File: src/shared/dcc_pkg.sv
// Constants and carrier types for the dual comparator control block
package dcc_pkg;

	// Number of comparators served
	localparam int NCMP = 2;

	// Register word addresses on the plain register port
	localparam logic [2:0] ADR_CTRL_ONE = 3'h0;
	localparam logic [2:0] ADR_CTRL_TWO = 3'h1;
	localparam logic [2:0] ADR_SHARED = 3'h2;
	localparam logic [2:0] ADR_IRQ_STATUS = 3'h3;
	localparam logic [2:0] ADR_IRQ_MASK = 3'h4;

	// Values after reset; speed/power select comes up set
	localparam logic [7:0] CTRL_RST = 8'h08;
	localparam logic [7:0] SHARED_RST = 8'h00;
	localparam logic [7:0] IRQ_STATUS_RST = 8'h00;
	localparam logic [7:0] IRQ_MASK_RST = 8'h00;

	// Writable bits; result and mirror bits are read-only
	localparam logic [7:0] CTRL_WMASK = 8'hBF;
	localparam logic [7:0] SHARED_WMASK = 8'h3F;
	localparam logic [7:0] IRQ_MASK_WMASK = 8'h03;

	// Field positions
	localparam int CTRL_RES_BIT = 6;
	localparam int MIRROR_TOP = 7;
	localparam int RSEL_TOP = 5;
	localparam int HYS_TOP = 3;
	localparam int SYNC_TOP = 1;

	// Per-comparator control register layout
	typedef struct packed {
		logic en;
		logic res;
		logic oe;
		logic inv;
		logic sp;
		logic psel;
		logic [1:0] nch;
	} dcc_ctrl_t;

	// Controls handed to one analog comparator core
	typedef struct packed {
		logic on;
		logic speed;
		logic psel;
		logic [1:0] nch;
		logic rsel;
		logic hys;
	} dcc_ana_t;

	// Bit of the shared register for a field and comparator index
	function automatic logic [2:0] shared_bit(input int top, input int idx);
		shared_bit = 3'(top - idx);
	endfunction

endpackage

File: src/design/dcc_top.sv
// Control and status logic for two analog comparators
//
// Added by the designer: the register addresses and the strobed register port.
module dcc_top import dcc_pkg::*; (
	input logic clk, // System clock, 20 MHz
	input logic sys_rst, // Asynchronous reset, active high
	input logic [2:0] addr, // Register word address
	input logic [7:0] wr_data, // Write data
	input logic wr_stb, // Write strobe, one cycle
	input logic rd_stb, // Read strobe, one cycle
	output logic [7:0] rd_data, // Read data, cycle after strobe
	input logic [NCMP-1:0] cmp_raw, // Raw analog decisions
	input logic companion_timer_clock, // Timer source clock pin
	input logic [NCMP-1:0] pin_direction_control, // 1 = pin is input
	input logic [NCMP-1:0] pin_analog_select, // 1 = pin is analog
	input logic [NCMP-1:0] pin_level, // Digital level on the pins
	output logic [NCMP-1:0] port_read, // Pin levels as the port sees
	output dcc_ana_t [NCMP-1:0] ana_ctrl, // Analog core controls
	output logic [NCMP-1:0] result_pin_out, // Result pin level
	output logic [NCMP-1:0] result_pin_oe_n, // Result pin enable, low
	output logic irq // Level interrupt
);
	dcc_ctrl_t ctrl [NCMP];
	logic [7:0] shared;
	logic [7:0] irq_status;
	logic [7:0] irq_mask;
	logic [NCMP-1:0] raw_s;
	logic [NCMP-1:0] lvl_s;
	logic tclk_s;
	logic tclk_d;
	logic [NCMP-1:0] result;
	logic [NCMP-1:0] change;
	logic [NCMP-1:0] access;
	logic [7:0] next_irq_status;
	logic [7:0] rd_mux;

	// Every pin level crosses two flops before any logic sees it
	dcc_sync2 #(
		.WIDTH(2 * NCMP + 1)
	) u_sync (
		.clk(clk),
		.sys_rst(sys_rst),
		.async_in({companion_timer_clock, pin_level, cmp_raw}),
		.sync_out({tclk_s, lvl_s, raw_s})
	);

	// Register decode
	wire wr_ctrl_one = wr_stb && (addr == ADR_CTRL_ONE);
	wire wr_ctrl_two = wr_stb && (addr == ADR_CTRL_TWO);
	wire wr_shared = wr_stb && (addr == ADR_SHARED);
	wire wr_mask = wr_stb && (addr == ADR_IRQ_MASK);
	wire rd_status = rd_stb && (addr == ADR_IRQ_STATUS);
	wire [NCMP-1:0] wr_ctrl = {wr_ctrl_two, wr_ctrl_one};

	// Timer edge seen from the second sync stage onwards
	wire tfall = tclk_d & ~tclk_s;

	// Timer clock history for the edge detector
	always_ff @(posedge clk or posedge sys_rst) begin
		if (sys_rst) begin
			tclk_d <= 1'b0;
		end else begin
			tclk_d <= tclk_s;
		end
	end

	generate
		for (genvar i = 0; i < NCMP; i++) begin : g_cmp
			localparam logic [2:0] ADR = (i == 0) ? ADR_CTRL_ONE : ADR_CTRL_TWO;

			// Read or write of own control register captures held latch;
			// shared register reads do not reach it
			assign access[i] = (rd_stb || wr_stb) && (addr == ADR);

			// Control register; result bit is never stored
			always_ff @(posedge clk or posedge sys_rst) begin
				if (sys_rst) begin
					ctrl[i] <= CTRL_RST;
				end else if (wr_ctrl[i]) begin
					ctrl[i] <= wr_data & CTRL_WMASK;
				end
			end

			dcc_channel u_chan (
				.clk(clk),
				.sys_rst(sys_rst),
				.raw(raw_s[i]),
				.tfall(tfall),
				.enable(ctrl[i].en),
				.invert(ctrl[i].inv),
				.sync_en(shared[shared_bit(SYNC_TOP, i)]),
				.access(access[i]),
				.result(result[i]),
				.change(change[i])
			);

			// Analog core controls straight from the register flops
			assign ana_ctrl[i].on = ctrl[i].en;
			assign ana_ctrl[i].speed = ctrl[i].sp;
			assign ana_ctrl[i].psel = ctrl[i].psel;
			assign ana_ctrl[i].nch = ctrl[i].nch;
			assign ana_ctrl[i].rsel = shared[shared_bit(RSEL_TOP, i)];
			assign ana_ctrl[i].hys = shared[shared_bit(HYS_TOP, i)];

			// Pin drive needs pin enable, comparator on and output direction
			wire drive = ctrl[i].oe && ctrl[i].en
				&& !pin_direction_control[i];

			// Pin and port flops keep the outputs glitch free
			always_ff @(posedge clk or posedge sys_rst) begin
				if (sys_rst) begin
					result_pin_out[i] <= 1'b0;
					result_pin_oe_n[i] <= 1'b1;
					port_read[i] <= 1'b0;
				end else begin
					result_pin_out[i] <= result[i];
					result_pin_oe_n[i] <= !drive;
					port_read[i] <= lvl_s[i] && !pin_analog_select[i];
				end
			end
		end
	endgenerate

	// Shared register; mirror bits are filled in on read
	always_ff @(posedge clk or posedge sys_rst) begin
		if (sys_rst) begin
			shared <= SHARED_RST;
		end else if (wr_shared) begin
			shared <= wr_data & SHARED_WMASK;
		end
	end

	// Sticky flags; a change in the read cycle survives the clear
	assign next_irq_status = (rd_status ? IRQ_STATUS_RST : irq_status)
		| {6'h00, change};

	// Interrupt status, mask and output
	always_ff @(posedge clk or posedge sys_rst) begin
		if (sys_rst) begin
			irq_status <= IRQ_STATUS_RST;
			irq_mask <= IRQ_MASK_RST;
			irq <= 1'b0;
		end else begin
			irq_status <= next_irq_status;
			if (wr_mask) begin
				irq_mask <= wr_data & IRQ_MASK_WMASK;
			end
			irq <= |(next_irq_status & irq_mask);
		end
	end

	// Read selection; unmapped addresses read zero
	wire [7:0] mirrors = {result[0], result[1], 6'h00};
	always_comb begin
		case (addr)
			ADR_CTRL_ONE: rd_mux = {ctrl[0].en, result[0], ctrl[0][5:0]};
			ADR_CTRL_TWO: rd_mux = {ctrl[1].en, result[1], ctrl[1][5:0]};
			ADR_SHARED: rd_mux = mirrors | shared;
			ADR_IRQ_STATUS: rd_mux = irq_status;
			ADR_IRQ_MASK: rd_mux = irq_mask;
			default: rd_mux = 8'h00;
		endcase
	end

	// Read data stands only in the cycle after the strobe
	always_ff @(posedge clk or posedge sys_rst) begin
		if (sys_rst) begin
			rd_data <= 8'h00;
		end else begin
			rd_data <= rd_stb ? rd_mux : 8'h00;
		end
	end
endmodule

File: src/design/dcc_sync2.sv
// Two-flop synchroniser for asynchronous levels
module dcc_sync2 #(
	parameter int WIDTH = 1
) (
	input logic clk, // System clock
	input logic sys_rst, // Asynchronous reset, active high
	input logic [WIDTH-1:0] async_in, // Level from outside the domain
	output logic [WIDTH-1:0] sync_out // Level safe to use
);
	logic [WIDTH-1:0] meta;

	// First stage is read only by the second
	always_ff @(posedge clk or posedge sys_rst) begin
		if (sys_rst) begin
			meta <= '0;
			sync_out <= '0;
		end else begin
			meta <= async_in;
			sync_out <= meta;
		end
	end
endmodule

File: src/design/dcc_channel.sv
// Result path and change detection of one comparator
module dcc_channel import dcc_pkg::*; (
	input logic clk, // System clock
	input logic sys_rst, // Asynchronous reset, active high
	input logic raw, // Synchronised comparator decision
	input logic tfall, // Falling edge of the timer clock
	input logic enable, // Comparator enabled
	input logic invert, // Result polarity inverted
	input logic sync_en, // Latch result on timer falling edge
	input logic access, // Control register read or written
	output logic result, // Live result, also second mismatch latch
	output logic change // One-cycle pulse on a new mismatch
);
	logic tlatch;
	logic held;
	logic mm_d;
	wire sel = sync_en ? tlatch : raw;
	// Disabled comparator shows polarity so latches can be preset
	wire next_result = enable ? (sel ^ invert) : invert;
	wire mismatch = result ^ held;

	// Timer latch, updated only on the timer falling edge
	always_ff @(posedge clk or posedge sys_rst) begin
		if (sys_rst) begin
			tlatch <= 1'b0;
		end else if (tfall) begin
			tlatch <= raw;
		end
	end

	// Live latch every cycle; held latch only on register access
	always_ff @(posedge clk or posedge sys_rst) begin
		if (sys_rst) begin
			result <= 1'b0;
			held <= 1'b0;
			mm_d <= 1'b0;
		end else begin
			result <= next_result;
			if (access) begin
				held <= result;
			end
			mm_d <= mismatch;
		end
	end

	// Flag fires on the edge of the mismatch, not its level
	assign change = mismatch & ~mm_d;
endmodule

File: config.mk
export PLATFORM = sky130hd
export DESIGN_NAME = dcc_top
export DESIGN_NICKNAME = d
export VERILOG_FILES = /design/src/shared/dcc_pkg.sv /design/src/design/dcc_top.sv /design/src/design/dcc_sync2.sv /design/src/design/dcc_channel.sv
export SDC_FILE = /design/constraint.sdc
export NUM_CORES = 1
export LEC_CHECK = 0
export ABC_AREA = 0
export BUFFER_PORTS_ARGS = -buffer_cell sky130_fd_sc_hd__buf_2
export CAP_MARGIN = 20
export CORE_AREA = 2 2 74 76
export CTS_CLUSTER_SIZE = 25
export DETAILED_ROUTE_END_ITERATION = 10
export DIE_AREA = 0 0 76 78
export GPL_ROUTABILITY_DRIVEN = 0
export PLACE_DENSITY = 0.77
export SETUP_SLACK_MARGIN = 0.05
export SLEW_MARGIN = 20
export SYNTH_ARGS = -nofsm -noshare
export SYNTH_HDL_FRONTEND = slang
export SYNTH_SLANG_ARGS = --single-unit
File: constraint.sdc
create_clock -name clk -period 1.45 [get_ports clk]
set_input_delay 0 -clock clk [delete_from_list [all_inputs] [get_ports clk]]
set_output_delay 0 -clock clk [all_outputs]
set_load 0.1 [all_outputs]
### Word-level counts from Yosys, hierarchy flattened

Index checks and enable logic that the tools add are counted.

| cells by class | value |
|---|---|
| $lt $le $gt $ge | 0 |
| $add $sub $neg | 0 |
| multiply operators | 0 |
| divide/modulo/power cells | 0 |
| bitwise gates (word level) | 13 |
| reduce and logical (&&, ||, !) cells | 22 |
| equal/unequal tests | 4 |
| shift operators | 0 |
| muxes and demuxes | 7 |

Operator list:

| kind | number |
|---|---|
| one-hot mux 8 bit (5 select lines) | 1 |
| two-way mux 8 bit | 2 |
| logical AND 1 bit | 13 |
| AND 8 x 2 -> 8 bit | 1 |
| OR 8 x 2 -> 8 bit | 1 |
| OR 8 x 6 -> 8 bit | 1 |
| OR reduction 8 bit | 1 |
| == test 3 x 2 -> 1 bit (second input constant) | 2 |
| logical NOT 1 bit | 6 |
| two-way mux 1 bit | 4 |
| XOR 1 bit | 4 |
| AND 1 bit | 3 |
| == test 3 x 1 -> 1 bit (second input constant) | 1 |
| == test 3 bit (second input constant) | 1 |
| logical NOT 3 bit | 1 |
| inverter 1 bit | 3 |
| logical OR 1 bit | 1 |

| storage, ports and cells | value |
|---|---|
| output and inout port bits | 29 |
| memories kept | 0 |
| word-level logic and storage cells | 80 |
| bits of input ports | 24 |
| ROM bits | 0 |
| register bits | 64 |
| memory bits (writable) | 0 |
| bits in latches | 0 |

### Longest topological paths before layout

| depth | value |
|---|---|
| word-level depth | 6 |
| depth in mapped cells | 5 |
| gate-level depth less buffers | 3 |

### Cells and area by module

A second synthesis with hierarchy kept.

| unflattened totals | value |
|---|---|
| cell total of the unflattened synthesis | 171 |
| area total of the unflattened synthesis | 2391.0 sq um |

By module, submodules not included:

| module | cells each | instances | area each (sq um) | seq. area each (sq um) |
|---|---|---|---|---|
| dcc_top | 136 | 1 | 1806.7 | 1006.0 |
| dcc_channel | 12 | 2 | 165.2 | 100.1 |
| dcc_sync2 | 11 | 1 | 254.0 | 250.2 |

### Worst setup path after synthesis

Ideal clock, no wire load.

| path | value |
|---|---|
| path kind | register -> register |
| from | register, netlist name shared[2] |
| to | register shared[2] |
| slack | 0.182 ns |
| library setup time | 0.126 ns |
| arrival time | 1.142 ns |
| clock period less this slack | 1.268 ns |
| buffers on the path | 0 |
| required time | 1.324 ns |
| cell stages (with the launch flop) | 2 |
| cell sequence | dfrtp_1 mux2_2 |

RTL lines:

| item | RTL line | text |
|---|---|---|
| end signal: assignment | dcc_top.sv:129 | `shared <= wr_data & SHARED_WMASK;` |
| end: declaration | dcc_top.sv:24 | `logic [7:0] shared;` |

### Worst setup path in the final report

| path | value |
|---|---|
| from | register ctrl (netlist bit ana_ctrl[5]) |
| to | output ana_ctrl[5] (netlist name) |

RTL lines:

| item | RTL line | text |
|---|---|---|
| start: declaration | dcc_top.sv:23 | `dcc_ctrl_t ctrl [NCMP];` |
| start signal: indexed assignment | dcc_top.sv:80 | `ctrl[i] <= wr_data & CTRL_WMASK;` |
| end: declaration | dcc_top.sv:18 | `output dcc_ana_t [NCMP-1:0] ana_ctrl,` |

No word-level cell between the ends.

==> flow_metrics.py <==
metrics = {
    "synthesis": {
        "synth_top_cell_by_area": "dfrtp_1",
        "synth_adder_area_share": 0,
        "synth_flop_cell": "dfrtp_1",
        "ys_types": 32,
        "syn-num-nets": 189,
        "synth_compound_area_frac": 0.04043,
        "synthTopCellsByCount": "dfrtp_1, mux2_2, buf_4, nand2_1, mux2i_1",
        "synth_xor_area_frac": 0.01862,
        "synth_top_family_by_area": "multiplexers",
        "synth.cell_area_um2": 2352,
        "synth_top_area_frac": 0.5745,
        "yosysMostFrequentCell": "dfrtp_1",
        "synth.mux.area_fraction": 0.1691,
        "synth_edf_count": 0,
        "synth_cells": 165,
        "synth.avg_cell_area_um2": 14.26,
        "yosysWarnings": 0,
        "synth-simple-area-share": 0.09628,
        "seq_area_frac_synth": 0.6191,
        "synthTopCellsByArea": "dfrtp_1, mux2_2, buf_4",
        "async_flop_share": 1.000,
        "ys_seq_elements": 58,
    },
    "critical_path": {
        "cp_max_fo": 3,
        "crit_slowest_cell": "dfstp_2",
        "worst_ep_required_time_ps": 1450,
        "path_class": "reg2out",
        "r2r_slack_ps": 240,
        "cp.depth": 1,
        "cp-end-kind": "primary output",
        "crit_chain": "buf_2",
        "crit_buf_inv": 1,
        "slowest_delay_ps": 530,
        "reg2reg_depth": 3,
        "cp-start-kind": "flip-flop",
        "arrival_ps": 1280,
        "crit_family": "flip-flops",
    },
    "sta": {
        "period_needed_ps": 1279,
        "period_share": 0.8821,
        "fmax_mhz": 781.8,
        "hold_violations": 0,
        "setup_viol": 0,
        "max_slew_margin": 0.6734,
        "rsz0062_at_grt": "false",
        "skew_ps": 4.198,
        "report.final.slew_viol_count": 0,
        "fin_setup_tns_ps": 0,
        "tightestPinTransition_ps": 493.2,
    },
    "clock_network": {
        "cts.sinks": 58,
        "cts-root-buf": "clkbuf_8",
        "cts_buffers": 9,
        "htree_levels": 3,
        "cts_resized": 0,
        "cts_tree": "yes",
        "insertion_delay_ps": 320,
        "clockBufferDepth": 2,
        "postCtsSetupRepairBufs": 0,
        "path_clk_slew_ps": 60,
    },
    "grt": {
        "grt_max_degree": 59,
        "grt-ovfl-total": 0,
        "antenna_found_initial": 0,
        "grt_usage": 0.1654,
        "grt_pass1_wl_um": 7355,
        "grt_pass1_vias": 1529,
    },
    "route": {
        "drt_wl_total_um": 4349,
        "final_antenna_net_count": 0,
        "dr_total_vias": 1439,
        "wire_per_inst_um": 14.03,
        "drc": 0,
        "routed_via_density": 4.642,
        "drt_iter0_drc": 50,
        "dr.pass1.iters": 4,
    },
    "finish": {
        "fin_cells": 310,
        "fill_cells": 411,
        "multiInputGateArea_um2": 763.2,
        "nets": 259,
        "n_antenna_cell": 0,
        "drive_gt1_frac": 0.4667,
        "synthToLayoutAreaGrowth_pct": 27.50,
        "ff_latch_area_um2": 1456,
        "finalInstanceArea_um2": 2999,
        "final_util": 0.5948,
    },
    "floorplanning": {
        "initial_core_util": 0.4665,
        "die_h_um": 78,
        "die_w_um": 76,
        "rows": 26,
        "core_area_um2": 5042,
        "ios": 53,
        "die_area_um2": 5928,
    },
    "power": {
        "total_power_mw": 5.382,
        "intPower_mw": 3.180,
        "p_sw_frac": 0.4093,
        "clkPwrFrac": 0.249,
        "ir_drop_uv": 1113,
        "combPwrFrac": 0.348,
        "power.density_nw_per_um2": 1795,
        "p_sw_mw": 2.203,
        "p_seq_frac": 0.403,
        "power.leakage_nw": 1.398,
    },
    "place": {
        "place_inst": 276,
        "hpwl_um": 2877,
        "io_buffers": 51,
        "dpl-instance-area_um2": 2635,
    },
    "worst_hold_path": {
        "min_path_type": "in2reg",
        "worstHoldPathCells": 3,
    },
    "job": {
        "drv_cap": 0,
    },
    "outcome": {
        "status": "complete, no violations",
    },
}
-- flip-flops by register name (all words and copies together) (netlist names) --
signal and flops:
u_sync.meta 5, irq_status 2, result_pin_oe_n 2, g_cmp.u_chan.mm_d 2, irq_mask 2, g_cmp.u_chan.held 2, tclk_d 1, rd_data 8
ana_ctrl 10, result_pin_out 2, port_read 2, shared 6, u_sync.sync_out 5, g_cmp.u_chan.tlatch 2, ctrl 4, irq 1
g_cmp.u_chan.result 2
-- worst paths after layout --
path	endpoint	start
max reg2reg	irq$_DFF_PP0_	g_cmp[0].u_chan.result$_DFF_PP0_
min in group asynchronous	port_read[0]$_DFF_PP0_	sys_rst
min reg2reg	u_sync.sync_out[0]$_DFF_PP0_	u_sync.meta[0]$_DFF_PP0_
max	ana_ctrl[5]	ana_ctrl[5]$_DFFE_PP1P_
min	irq_status[0]$_DFF_PP0_	addr[1]
max in group asynchronous	ana_ctrl[5]$_DFFE_PP1P_	sys_rst
-- area by class of cell --
| class | count | area share |
|---|---|---|
| repair buffers | 75 | 0.1644 |
| clock buffers | 15 | 0.05882 |
| multi-input cells | 88 | 0.2545 |
| clock inverters | 1 | 0.002503 |
| flip-flops and latches | 58 | 0.4856 |
| inverters | 3 | 0.005006 |
| well taps | 70 | 0.02920 |
-- placed cells by master, fill, tap and decap left out, types with 3 or more instances in the layout --
cell / netlist / layout
dfrtp_1: 54 / 54
dfstp_2: 4 / 4
nor2_1: 3 / 3
buf_4: 14 / 5
nor2b_1: 4 / 4
a22o_1: 3 / 3
nand3b_1: 3 / 3
clkbuf_8: 0 / 12
a21oi_1: 4 / 4
mux2_2: 30 / 30
xor2_1: 3 / 3
clkbuf_1: 0 / 3
mux2i_1: 6 / 6
nand2_1: 7 / 7
or2_2: 4 / 4
dlygate4sd3_1: 0 / 18
buf_2: 1 / 51
-- through the flow --
step | hold WS [ps] | setup slack (ps)
2_1_floorplan | 31.43 | 182.0
6_report | 154.7 | 171.0
3_3_place_gp | 96.53 | 241.4
3_5_place_dp | 100.7 | 236.3
5_1_grt | 173.4 | 124.4
4_1_cts | 130.2 | 145.3
-- what timing repair did --
action / CTS / global route
endpoints found under the hold margin: 87 / 0
hold buffers: 18 / 0
setup endpoints to repair: 0 / 0
-- kinds of logic (layout without fill, tap and decap cells) --
| logic type | after synthesis | in the layout |
|---|---|---|
| simple gates | 33 | 33 |
| xor+xnor | 5 | 5 |
| mux | 36 | 36 |
| flops | 58 | 58 |
| compound gates | 14 | 14 |
| buf+inv | 19 | 94 |
-- routing by layer --
metal  GRT usage  wire [um]  vias to the layer above
li1            -          -                      700
met1      0.2028       1953                      701
met2      0.2670       2147                       29
met3     0.05465        158                        9
met4     0.07636         89                        0
met5           0          0                        -
-- power groups by stage --
stage	combinational, mW	sequential, mW	clock, mW
final	1.87	2.17	1.34
after global placement	1.83	2.19	0
after floorplan	1.01	2.79	0
after global routing	1.96	2.22	1.46
after CTS	1.89	2.17	1.38
after detailed placement	1.85	2.20	0
Note: power is estimated with default switching activity, not from simulation.
